--- src/core/ddr3_ca_pkg.sv ---
// Shared types and constants for the DDR3 command/address pin controller.
// Assumes the memory clock pair is produced from clk outside this package.
package ddr3_ca_pkg;

  localparam int ADDR_W    = 15;
  localparam int BANK_W    = 3;
  localparam int NUM_BANKS = 8;
  localparam int MR_SEL_W  = 2;
  localparam int AP_BIT    = 10;
  localparam int BC_BIT    = 12;

  // Command codes on {RAS#, CAS#, WE#} while chip select is low.
  localparam logic [2:0] CODE_MRS = 3'h0;
  localparam logic [2:0] CODE_REF = 3'h1;
  localparam logic [2:0] CODE_PRE = 3'h2;
  localparam logic [2:0] CODE_ACT = 3'h3;
  localparam logic [2:0] CODE_WR  = 3'h4;
  localparam logic [2:0] CODE_RD  = 3'h5;
  localparam logic [2:0] CODE_NOP = 3'h7;

  typedef enum logic [3:0] {
    OP_NOP, OP_ACT, OP_RD, OP_WR, OP_PRE, OP_PREA, OP_MRS, OP_REF,
    OP_PDE, OP_PDX, OP_SRE, OP_SRX
  } cmdOp_t;

  typedef enum logic [1:0] {
    ST_RESET, ST_IDLE, ST_PDOWN, ST_SELFREF
  } ctrlState_t;

  typedef struct packed {
    cmdOp_t              op;
    logic [BANK_W-1:0]   bank;
    logic [ADDR_W-1:0]   addr;
    logic                autoPre;
    logic                burstChop;
  } cmdReq_t;

  typedef struct packed {
    logic                resetN;
    logic                cke;
    logic                csN;
    logic                rasN;
    logic                casN;
    logic                weN;
    logic [BANK_W-1:0]   ba;
    logic [ADDR_W-1:0]   addr;
    logic                odt;
    logic                dm;
  } ddrPins_t;

  // Pin levels while in reset: device held in reset, CKE low, deselected.
  localparam ddrPins_t PINS_RESET = '{
    resetN: 1'b0, cke: 1'b0, csN: 1'b1, rasN: 1'b1, casN: 1'b1,
    weN: 1'b1, ba: 3'h0, addr: 15'h0000, odt: 1'b0, dm: 1'b0
  };

endpackage : ddr3_ca_pkg

--- src/core/ddr3_cmd_encoder.sv ---
// Command encoder: maps a requested operation to chip select and command pins.
// Assumes the caller registers the outputs before they reach the pins.
`timescale 1ns/10ps
module ddr3_cmd_encoder
  import ddr3_ca_pkg::*;
(
  input  wire cmdOp_t     op,
  output logic            csN,
  output logic [2:0]      code
);

  // Power-down entry and both exits are issued as deselect.
  always_comb begin
    csN  = 1'b0;
    code = CODE_NOP;
    case (op)
      OP_ACT:           code = CODE_ACT;
      OP_RD:            code = CODE_RD;
      OP_WR:            code = CODE_WR;
      OP_PRE, OP_PREA:  code = CODE_PRE;
      OP_MRS:           code = CODE_MRS;
      OP_REF, OP_SRE:   code = CODE_REF;
      OP_NOP:           code = CODE_NOP;
      default:          csN  = 1'b1;
    endcase
  end

endmodule : ddr3_cmd_encoder

--- src/core/ddr3_ca_ctrl.sv ---
// Host-side controller for the DDR3 command, address and control pins.
// Assumes the memory clock is clk forwarded so that the device samples each
// pin value at the rising edge following the one that launched it.
`timescale 1ns/10ps

// Functional notes
// - ACTIVATE sends row; READ/WRITE send column and A10 auto-precharge.
// - PRECHARGE with A10 low closes the named bank, high closes all.
// - Mode register load carries the op-code on the address pins.
// - With on-the-fly chop on, A12 high means BL8, low means BC4.
// - Bank pins name the bank for ACTIVATE, READ, WRITE, single PRECHARGE.
// - During mode register load the bank pins pick MR0 to MR3.
// - All control and address pins are sampled at the rising clock crossing.
// - CKE high enables device circuitry and clocks, low disables them.
// - CKE low: idle banks give precharge PD or self refresh; else active PD.
// - CKE sampled on clock for power-down and SR entry; SR exit is async.
// - Commands only count with chip select low; high masks everything.
// - Command is RAS#, CAS#, WE# with CS#, sampled on one edge.
// - Write data sampled with DM high is not written.
// - ODT high enables termination on data, strobes and mask.
// - Reset is active low, asserted and released asynchronously.
module ddr3_ca_ctrl
  import ddr3_ca_pkg::*;
(
  input  wire logic     clk,
  input  wire logic     rst,
  input  wire logic     ce,
  input  wire cmdReq_t  req,
  input  wire logic     cmdValid,
  output logic          cmdReady,
  output logic          cmdReject,
  input  wire logic     otfChopEn,
  input  wire logic     memResetReq,
  input  wire logic     odtReq,
  input  wire logic     wrMask,
  output ddrPins_t      pins,
  output logic          pdActive
);

  typedef struct packed {
    ctrlState_t             state;
    logic [NUM_BANKS-1:0]   openBanks;
    logic                   ready;
    logic                   reject;
    logic                   pdActive;
    ddrPins_t               pins;
  } ctrlRegs_t;

  localparam ctrlRegs_t REGS_RESET = '{
    state: ST_RESET, openBanks: 8'h00, ready: 1'b0, reject: 1'b0,
    pdActive: 1'b0, pins: PINS_RESET
  };

  ctrlRegs_t   regs_q;
  ctrlRegs_t   regs_d;
  logic        encCsN;
  logic [2:0]  encCode;
  logic        take;

  // Whether a request may be issued from the idle state given open rows.
  function automatic logic legalInIdle(
    input cmdOp_t               op,
    input logic [NUM_BANKS-1:0] open,
    input logic [BANK_W-1:0]    bank
  );
    logic allIdle;
    allIdle = (open == '0);
    case (op)
      OP_ACT:                  legalInIdle = !open[bank];
      OP_RD, OP_WR:            legalInIdle = open[bank];
      OP_MRS, OP_REF, OP_SRE:  legalInIdle = allIdle;
      OP_PDX, OP_SRX:          legalInIdle = 1'b0;
      default:                 legalInIdle = 1'b1;
    endcase
  endfunction : legalInIdle

  ddr3_cmd_encoder u_enc (
    .op   (req.op),
    .csN  (encCsN),
    .code (encCode)
  );

  assign take = cmdValid && regs_q.ready;

  // Next-state logic. Every pin is computed here and registered, so each
  // value holds for a full cycle around the device's sampling edge.
  always_comb begin
    regs_d = regs_q;
    if (ce) begin
      regs_d.reject    = 1'b0;
      regs_d.pins.csN  = 1'b1;
      regs_d.pins.rasN = 1'b1;
      regs_d.pins.casN = 1'b1;
      regs_d.pins.weN  = 1'b1;
      regs_d.pins.dm   = wrMask;
      // Termination is not requested after the first self refresh cycle; the pin is unheard.
      regs_d.pins.odt  = odtReq && (regs_q.state != ST_SELFREF);
      if (memResetReq) begin
        regs_d.state      = ST_RESET;
        regs_d.openBanks  = '0;
        regs_d.pins       = PINS_RESET;
      end else begin
        case (regs_q.state)
          ST_RESET: begin
            regs_d.pins.resetN = 1'b1;
            regs_d.pins.cke    = 1'b1;
            regs_d.state       = ST_IDLE;
          end
          ST_IDLE: begin
            if (take && !legalInIdle(req.op, regs_q.openBanks, req.bank)) begin
              regs_d.reject = 1'b1;
            end else if (take) begin
              // Code and select are launched together on one edge.
              regs_d.pins.csN = encCsN;
              {regs_d.pins.rasN, regs_d.pins.casN, regs_d.pins.weN} = encCode;
              case (req.op)
                OP_ACT: begin
                  regs_d.pins.ba   = req.bank;
                  regs_d.pins.addr = req.addr;
                  regs_d.openBanks[req.bank] = 1'b1;
                end
                OP_RD, OP_WR: begin
                  regs_d.pins.ba   = req.bank;
                  regs_d.pins.addr = req.addr;
                  regs_d.pins.addr[AP_BIT] = req.autoPre;
                  // Without on-the-fly chop the device ignores A12; hold BL8.
                  regs_d.pins.addr[BC_BIT] =
                    otfChopEn ? !req.burstChop : 1'b1;
                  if (req.autoPre) begin
                    regs_d.openBanks[req.bank] = 1'b0;
                  end
                end
                OP_PRE: begin
                  regs_d.pins.ba   = req.bank;
                  regs_d.pins.addr = '0;
                  regs_d.pins.addr[AP_BIT] = 1'b0;
                  regs_d.openBanks[req.bank] = 1'b0;
                end
                OP_PREA: begin
                  regs_d.pins.addr = '0;
                  regs_d.pins.addr[AP_BIT] = 1'b1;
                  regs_d.openBanks = '0;
                end
                OP_MRS: begin
                  regs_d.pins.ba   = BANK_W'(req.bank[MR_SEL_W-1:0]);
                  regs_d.pins.addr = req.addr;
                end
                OP_PDE: begin
                  regs_d.pins.cke = 1'b0;
                  regs_d.pdActive = (regs_q.openBanks != '0);
                  regs_d.state    = ST_PDOWN;
                end
                OP_SRE: begin
                  regs_d.pins.cke = 1'b0;
                  regs_d.state    = ST_SELFREF;
                end
                default: begin
                end
              endcase
            end
          end
          ST_PDOWN: begin
            // Only the exit is accepted; the device's command inputs are off.
            if (take && req.op == OP_PDX) begin
              regs_d.pins.cke = 1'b1;
              regs_d.pdActive = 1'b0;
              regs_d.state    = ST_IDLE;
            end else if (take) begin
              regs_d.reject = 1'b1;
            end
          end
          ST_SELFREF: begin
            // The device sees CKE rise without a clock; no code is sent.
            if (take && req.op == OP_SRX) begin
              regs_d.pins.cke = 1'b1;
              regs_d.state    = ST_IDLE;
            end else if (take) begin
              regs_d.reject = 1'b1;
            end
          end
          default: regs_d.state = ST_RESET;
        endcase
      end
      regs_d.ready = (regs_d.state != ST_RESET);
    end
  end

  // State register; the clock enable freezes it through the copy above.
  always_ff @(posedge clk) begin
    if (rst) begin
      regs_q <= REGS_RESET;
    end else begin
      regs_q <= regs_d;
    end
  end

  // Outputs come straight from the state register.
  assign pins      = regs_q.pins;
  assign cmdReady  = regs_q.ready;
  assign cmdReject = regs_q.reject;
  assign pdActive  = regs_q.pdActive;

  // Helper terms for the checks below.
  logic issue;
  assign issue = ce && take && !memResetReq && regs_q.state == ST_IDLE &&
                 legalInIdle(req.op, regs_q.openBanks, req.bank);
endmodule : ddr3_ca_ctrl

--- config.mk ---
export PLATFORM = sky130hd
export DESIGN_NAME = ddr3_ca_ctrl
export DESIGN_NICKNAME = d
export VERILOG_FILES = /design/src/core/ddr3_ca_pkg.sv /design/src/core/ddr3_cmd_encoder.sv /design/src/core/ddr3_ca_ctrl.sv
export SDC_FILE = /design/constraint.sdc
export NUM_CORES = 1
export LEC_CHECK = 0
export ABC_AREA = 1
export BUFFER_PORTS_ARGS = -buffer_cell sky130_fd_sc_hd__buf_2
export CAP_MARGIN = 5
export CORE_MARGIN = 5
export CORE_UTILIZATION = 55
export DETAILED_ROUTE_END_ITERATION = 8
export PLACE_DENSITY = 0.85
export SLEW_MARGIN = 20
export SYNTH_ARGS = -nofsm -noshare
export SYNTH_HDL_FRONTEND = slang
export SYNTH_SLANG_ARGS = --single-unit
--- constraint.sdc ---
create_clock -name clk -period 2.2 [get_ports clk]
set_clock_uncertainty 0.05 [all_clocks]
set_input_delay 0.11 -clock clk [delete_from_list [all_inputs] [get_ports clk]]
set_output_delay 0.11 -clock clk [all_outputs]
set_load 0.005 [all_outputs]
==> results of run 1 <==
[sequential cells by signal (all words and copies together), names as in the netlist]
| register | flops |
|---|---|
| regs_q | 10 |
| pdActive | 1 |
| cmdReady | 1 |
| cmdReject | 1 |
| pins | 26 |
[layout by cell type (no fill, tap or decap)]
cell	netlist	routed
nor2_2	2	2
clkbuf_8	0	5
nor2_4	4	4
clkinv_2	0	1
a221oi_1	1	1
inv_2	6	6
nor3_1	2	2
a22o_1	3	3
o22ai_1	4	4
nand3_1	34	34
buf_4	27	7
o21ai_0	13	13
a32oi_1	1	1
inv_1	44	44
nor2_8	1	1
clkinvlp_4	0	1
nand2_2	11	11
nand4_1	6	6
nand3_2	2	2
a21oi_4	2	2
nor2_1	58	58
a21oi_2	8	8
o21ai_1	4	4
a22oi_1	5	5
dfxtp_1	39	39
nand2_1	73	73
nor3_2	1	1
o211a_1	1	1
clkbuf_1	1	1
nand2_4	4	4
o21ai_2	1	1
nand3_4	3	3
buf_2	2	60
o21bai_1	1	1
a21oi_1	27	27
clkinv_1	1	1
[metrics by stage]
step | hold slack [ns] | total power, mW | cells | instance area [µm²] | setup slack, ns
after CTS | 0.00126 | 1.53 | 504 | 2930 | 0.317
after global routing | 0.00210 | 1.60 | 504 | 2930 | 0.114
after detailed placement | 0.304 | 1.05 | 496 | 2850 | 0.305
after global placement | 0.296 | 1.05 | 496 | 2850 | 0.338
after floorplan | 0.129 | 0.973 | 399 | 2700 | 0.578
final | 0.00470 | 1.52 | 504 | 2930 | 0.269
[worst max path at each step]
stage               cells past startpoint  endpoint  slack (ns)  startpoint
floorplan                              10  pins[11]        0.58  regs_q[37]
global placement                       12   pins[7]        0.34     req[17]
detailed placement                     12   pins[7]        0.30     req[17]
CTS                                     9   pins[4]        0.32  regs_q[33]
global route                            9  pins[16]        0.11  regs_q[33]
finish                                  9   pins[4]        0.27  regs_q[33]
[kinds of logic after synthesis]
logic type             share of synthesized area (%)
AND/OR/NAND/NOR                                 36.5
flip-flops                                      29.0
buffers and inverters                           17.6
AO/OA/AOI/OAI                                   16.9
[layer usage]
layer / share of wire [%] / track usage, % / routed length, µm
met5: 0 / 0 / 0
met4: 1.8 / 8.11 / 123
met3: 7.9 / 6.66 / 531
met2: 48 / 34.9 / 3180
met1: 43 / 27.4 / 2860
[report_power, final]
| part | leakage (nW) | internal (mW) | total [mW] | switching (mW) |
|---|---|---|---|---|
| Clock | 0.0412 | 0.222 | 0.484 | 0.263 |
| Combinational | 1.07 | 0.105 | 0.298 | 0.193 |
| Sequential | 0.317 | 0.726 | 0.740 | 0.0133 |
[cell type report]
class / instances / area, µm² / area share [%]
repair buffers: 67 / 353 / 12.0
multi-input cells: 272 / 1440 / 49.1
inverters: 51 / 191 / 6.53
clock inverters: 2 / 12.5 / 0.427
clock buffers: 6 / 72.6 / 2.47
well taps: 67 / 83.8 / 2.86
flip-flops and latches: 39 / 781 / 26.6
[critical path, cell delays in order (launching register included)]
cell and delay, ns:
dfxtp_1 0.33, nor2_1 0.10, nand3_1 0.07, nor2_1 0.27, a21oi_4 0.11, nand4_1 0.23, nand3_2 0.29, nor2_1 0.18
nand3_1 0.09, a21oi_1 0.14
==> out/qor.csv, run 1 <==
metric,value,unit
DRT antenna net count,0,
most instantiated cells after synthesis,"73 x nand2_1, 58 x nor2_1, 44 x inv_1, 39 x dfxtp_1, 34 x nand3_1",
"Hold-fix buffers, CTS",0,
first-pass GRT wire length,11100,µm
Max Cap Viol,0,
fillers,452,
nets@finish,468,
Cell Rows,25,
synth unique cells,36,
gr ovfl total,0,
Clock Tree Buf Depth,2,
period utilization,87.8,%
Final Setup Violations,0,
"area leader, netlist",dfxtp_1,
Area Overhead vs Synth,8.82,%
clk slew on worst S/H paths,0.08,ns
GP Congestion,0.897,
height of the die,80,µm
Post-synth EDFFs,0,
Max Fclk,0.518,GHz
leak pwr,1.43,nW
core area,4750,µm²
crit end category,flip-flop,
Synth Cell Area,2700,µm²
crit path time final,1.93,ns
Overall Global Routing Usage,21.8,%
syn nets,431,
most common cell in the netlist,nand2_1,
max_slew headroom,52.3,%
Yosys reg bits,39,
IO Pins,61,
Die ar.,6400,µm²
Reg2Reg Depth,9,
number of global-route vias before repair,2470,
power density cells,519,nW/µm²
Syn. warnings,0,
Peak VDD IR,0.338,mV
Sink Count,39,
"Primary FF master, synth",dfxtp_1,
IO Port Bufs,60,
Antenna diodes,0,
Crit path required time,2.38,ns
hold_sp,req[11],
reg2reg end,pins[4],
largest net degree at the start of global routing,23,
final core utilization,61.7,%
clock latency on the worst-skew pair,0.30,ns
unrepaired setup endpoints after global routing,no,
CTS tree,built,
Hold Path Sink,pins[11],
Initial DRT Pass Iterations,4,
layout cells sized above 1,27.2,%
final WL,6700,µm
final hold vios,0,
most area-consuming cells after synthesis,"dfxtp_1 29%, nand2_1 10%, nor2_1 8.1%",
Root Driver,clkbuf_8,
top cell type's share of synthesized area,29.0,%
setup TNS,0,ns
DRC,0,
Post-Syn Instances,399,
Post-synth ARST share,0,%
post-CTS sizing,0,
vias,2658,
status,"complete, no violations",
R2R Setup Slk,0.27,ns
Hold/Removal Path Class,in2reg,
Die Span X,80,µm
post-DP HPWL,5010,µm
WS Path Type,reg2reg,
"Slew Viols, Final",0,
drt via density,5.27,
antenna violations before repair,0,
WP data arrival,2.11,ns
crit path launch type,flip-flop,
DR WL/cell,13.3,µm
Critical Path Fanout Max,12,
post-synthesis sequential area ratio,29.0,%
Worst R2R Start,regs_q[33],
synthesized area per cell,6.75,µm²
post-CTS setup buffers,0,
Hold Path Cell Cnt,3,
starting density of the core,56.7,%
actual slew at the worst max-slew pin,0.711,ns
htree depth,2,
TritonCTS buffer count,5,
initial DRC count,225,
(Power assumes the default switching activity.)
==> run 2, diff against run 1 <==
--- a/config.mk
+++ b/config.mk
@@ -11,7 +11,7 @@
 export CORE_MARGIN = 5
 export CORE_UTILIZATION = 55
 export DETAILED_ROUTE_END_ITERATION = 8
-export PLACE_DENSITY = 0.85
+export PLACE_DENSITY = 0.81
 export SLEW_MARGIN = 20
 export SYNTH_ARGS = -nofsm -noshare
 export SYNTH_HDL_FRONTEND = slang
==> out/qor.csv, run 2 (synthesized netlist as in run 1, its figures left out) <==
metric,value,unit
fin cells,506,
Cell Rows,25,
multi-input logic area,1440,µm²
drt via density,5.29,
Crit path required time,2.34,ns
Die ar.,6400,µm²
IO Pins,61,
period utilization,84.6,%
htree depth,2,
core area,4750,µm²
final WL,6610,µm
power density cells,525,nW/µm²
max reg flops,26,
nets@finish,470,
Inst Count DP,496,
GP Congestion,0.991,
number of global-route vias before repair,2476,
Peak VDD IR,0.288,mV
CP peak stage delay,0.34,ns
post-CTS setup buffers,0,
gr ovfl total,0,
crit end category,flip-flop,
leak pwr,1.43,nW
M2 GR Usage,33.6,%
final hold vios,0,
unrepaired setup endpoints after global routing,no,
DRT antenna net count,0,
layout cells sized above 1,27.3,%
Initial DRT Pass Iterations,5,
worst-path cell chain,nor2_1 > nand3_1 > nor2_1 > a21oi_4 > nand3_4 > nand2_4 > nand2_4 > nand3_4 > a21oi_1 > nor2_1,
Max Fclk,0.537,GHz
most frequent cells in the layout,"73 x nand2_1, 60 x buf_2, 58 x nor2_1",
status,"complete, no violations",
crit path time final,1.86,ns
met3 usage,5.30,%
Critical Path Fanout Max,17,
WS Path Type,reg2reg,
Max Cap Viol,0,
TritonCTS buffer count,5,
antenna violations before repair,0,
starting density of the core,56.7,%
FF+latch area,781,µm²
DR WL/cell,13.1,µm
Clock Tree Buf Depth,2,
Antenna diodes,0,
Hold/Removal Path Class,in2reg,
Final Setup Violations,0,
max_slew headroom,56.9,%
Sink Count,39,
clock latency on the worst-skew pair,0.29,ns
"most common cell after layout, fill and taps aside",nand2_1,
met1 Use GR,31.0,%
fillers,452,
post-DP HPWL,5000,µm
largest net degree at the start of global routing,23,
initial DRC count,213,
Die Span X,80,µm
Area Overhead vs Synth,9.84,%
DRC,0,
height of the die,80,µm
first-pass GRT wire length,11500,µm
Crit-path slowest cell,dfxtp_1,
CTS tree,built,
vias,2675,
"Slew Viols, Final",0,
crit path launch type,flip-flop,
actual slew at the worst max-slew pin,0.642,ns
IO Port Bufs,60,
busiest grt layer,met2,
WP data arrival,2.00,ns
clk slew on worst S/H paths,0.09,ns
Overall Global Routing Usage,21.9,%
setup TNS,0,ns
critical path's most frequent cell,nor2_1,
Root Driver,clkbuf_8,
==> run 2: final timing paths <==
| check | slack [ns] | cells after the start | from | endpoint |
|---|---|---|---|---|
| setup reg to reg | 0.34 | 10 | regs_q[33] | pins[11] |
| setup / recovery | 0.34 | 10 | regs_q[33] | pins[11] |
| hold reg to reg | 0.42 | 2 | cmdReject | cmdReject |
| hold / removal | 0.007 | 3 | wrMask | pins[0] |
==> run 2: per-layer routing <==
metal	wire length (µm)	part of all wire [%]	up-vias
met3	616	9.3	7
met5	0	0	-
li1	-	-	1345
met4	53	0.80	0
met2	3000	45	125
met1	2940	44	1198
==> run 2: final cells by class <==
cell class | count | share of cell area [%]
clock buffers | 5 | 2.32
clock inverters | 3 | 0.803
inverters | 51 | 6.47
multi-input cells | 272 | 48.6
flip-flops and latches | 39 | 26.4
well taps | 67 | 2.83
repair buffers | 69 | 12.6
==> run 2: stage by stage <==
| stage | worst slack [ns] | total power, mW | util, % | area (µm²) | hold WS [ns] |
|---|---|---|---|---|---|
| after floorplan | 0.578 | 0.973 | - | 2700 | 0.129 |
| after global placement | 0.339 | 1.05 | 59.9 | 2850 | 0.297 |
| after detailed placement | 0.361 | 1.05 | 59.9 | 2850 | 0.313 |
| after CTS | 0.367 | 1.56 | 62.3 | 2960 | 0.00383 |
| after global routing | 0.0698 | 1.63 | 62.3 | 2960 | 0.0538 |
| final | 0.339 | 1.55 | 62.3 | 2960 | 0.00748 |
==> run 2: worst max-delay path, delay by kind of cell (launching register included) <==
family | cells | cell delay, ns
flip-flops | 1 | 0.34
AO/OA/AOI/OAI | 2 | 0.36
AND/OR/NAND/NOR | 8 | 1.02
==> run 2: timing repair <==
item,CTS,global route
endpoints found under the hold margin,2,0
setup endpoints to repair,0,0
resized for setup,0,0
hold buffers,2,0
==> run 2: where the power goes <==
group	switching (mW)	internal [mW]	total, mW
logic	0.195	0.107	0.302
registers	0.0138	0.726	0.740
clock network	0.286	0.227	0.513
total	0.494	1.06	1.55
==> run 3, diff against run 2 <==
--- a/config.mk
+++ b/config.mk
@@ -9,9 +9,9 @@
 export BUFFER_PORTS_ARGS = -buffer_cell sky130_fd_sc_hd__buf_2
 export CAP_MARGIN = 5
 export CORE_MARGIN = 5
-export CORE_UTILIZATION = 55
+export CORE_UTILIZATION = 49
 export DETAILED_ROUTE_END_ITERATION = 8
-export PLACE_DENSITY = 0.81
+export PLACE_DENSITY = 0.76
 export SLEW_MARGIN = 20
 export SYNTH_ARGS = -nofsm -noshare
 export SYNTH_HDL_FRONTEND = slang
==> constraint.sdc (replaced) <==
create_clock -name clk -period 1.6 [get_ports clk]
set_clock_uncertainty 0.05 [all_clocks]
set_input_delay 0.08 -clock clk [delete_from_list [all_inputs] [get_ports clk]]
set_output_delay 0.08 -clock clk [all_outputs]
set_load 0.005 [all_outputs]
==> out/qor.csv, run 3 (synthesized netlist as in run 1, its figures left out) <==
metric,value,unit
status,"finished, violations left",
failing checks,negative setup slack,
Final Setup Violations,30,
Crit path required time,1.78,ns
number of global-route vias before repair,2868,
DR WL/cell,13.8,µm
Overall Global Routing Usage,22.4,%
Peak VDD IR,0.373,mV
Initial DRT Pass Iterations,4,
gr ovfl total,0,
Sink Count,39,
Root Driver,clkbuf_8,
post-DP HPWL,5390,µm
htree depth,2,
Clock Tree Buf Depth,2,
unrepaired setup endpoints after global routing,yes,
worst setup margin,-0.130,ns
crit path launch type,flip-flop,
DRC,0,
largest net degree at the start of global routing,23,
core area,5440,µm²
final hold vios,0,
starting density of the core,49.6,%
multi-input logic area,1650,µm²
final core utilization,65.1,%
TritonCTS buffer count,5,
DRT antenna net count,0,
max reg flops,26,
Area Overhead vs Synth,31.3,%
drt via density,5.24,
CP peak stage delay,0.36,ns
worst-path cell chain,inv_2 > nand2_1 > nand3_2 > nand2_2 > nor2_4 > nand2_2 > nand2_4 > nand4_1 > buf_6 > nand3_4 > nor2_1 > nand3_1 > a21oi_1,
Antenna diodes,0,
WS Path Type,reg2reg,
nets@finish,515,
clk slew on worst S/H paths,0.08,ns
max_slew headroom,53.3,%
fillers,465,
layout cells sized above 1,43.4,%
clock latency on the worst-skew pair,0.30,ns
Hold/Removal Path Class,in2reg,
Die ar.,7080,µm²
vias,2911,
initial DRC count,212,
leak pwr,1.67,nW
CTS tree,built,
"most common cell after layout, fill and taps aside",nand2_1,
WP data arrival,1.91,ns
crit path time final,1.73,ns
final WL,7650,µm
Cell Rows,27,
GP Congestion,0.939,
Critical Path Fanout Max,6,
IO Port Bufs,60,
worst hold margin,0.00329,ns
period utilization,108,%
actual slew at the worst max-slew pin,0.700,ns
Die Span X,84.2,µm
critical path's most frequent cell,nand2_2,
"Slew Viols, Final",0,
power density cells,636,nW/µm²
setup TNS,-2.32,ns
antenna violations before repair,0,
DP Worst Slack,-0.182,ns
IO Pins,61,
Max Cap Viol,0,
height of the die,84.2,µm
most frequent cells in the layout,"66 x nand2_1, 60 x buf_2, 46 x nor2_1",
crit end category,flip-flop,
Max Fclk,0.578,GHz
FF+latch area,788,µm²
first-pass GRT wire length,13200,µm
Crit-path slowest cell,dfxtp_2,
[run 3: path summary, 6_finish.rpt]
| path | slack [ns] | endpoint | cells past startpoint | from |
|---|---|---|---|---|
| setup / recovery | -0.13 | pins[15] | 13 | regs_q[33] |
| hold / removal | 0.003 | pins[1] | 3 | odtReq |
| setup reg to reg | -0.13 | pins[15] | 13 | regs_q[33] |
| hold reg to reg | 0.41 | pins[24] | 2 | pins[24] |
[run 3: cell type report]
| type | count | share of cell area [%] |
|---|---|---|
| clock buffer | 6 | 2.05 |
| clock inverter | 2 | 0.354 |
| inverter | 51 | 5.62 |
| multi-input combinational | 275 | 46.6 |
| sequential | 39 | 22.3 |
| tap | 72 | 2.55 |
| timing repair buffer | 111 | 20.5 |
[run 3: what timing repair did]
item	4_1_cts	5_1_grt
setup buffers	6	1
hold buffers	3	0
gates resized for setup	41	32
cloned	3	0
pin swaps	8	12
hold endpoints to repair	3	0
endpoints found under the setup margin	30	33
[run 3: power breakdown]
group / total (mW) / internal [mW] / switching (mW)
registers: 1.02 / 1.00 / 0.0197
clock network: 0.664 / 0.305 / 0.359
logic: 0.566 / 0.237 / 0.329
total: 2.25 / 1.54 / 0.707
[run 3: critical path, delay by kind of cell, from the launching register on]
kind	cells	cell delay, ns
flops	1	0.36
simple gates	10	0.95
buf+inv	2	0.18
compound gates	1	0.13
[run 3: routing by layer]
layer	vias up	global-route usage, %	share of wire (%)
li1	1453	-	-
met1	1331	29.9	45
met2	108	35.9	47
met3	19	3.63	5.8
met4	0	9.06	2.5
met5	-	0	0
[run 3: stage by stage]
step | instance area, µm² | total power, mW | std cells
3_3_place_gp | 3120 | 1.50 | 535
2_1_floorplan | 2700 | 1.34 | 399
3_5_place_dp | 3120 | 1.51 | 535
4_1_cts | 3420 | 2.22 | 555
5_1_grt | 3540 | 2.37 | 556
6_report | 3540 | 2.25 | 556
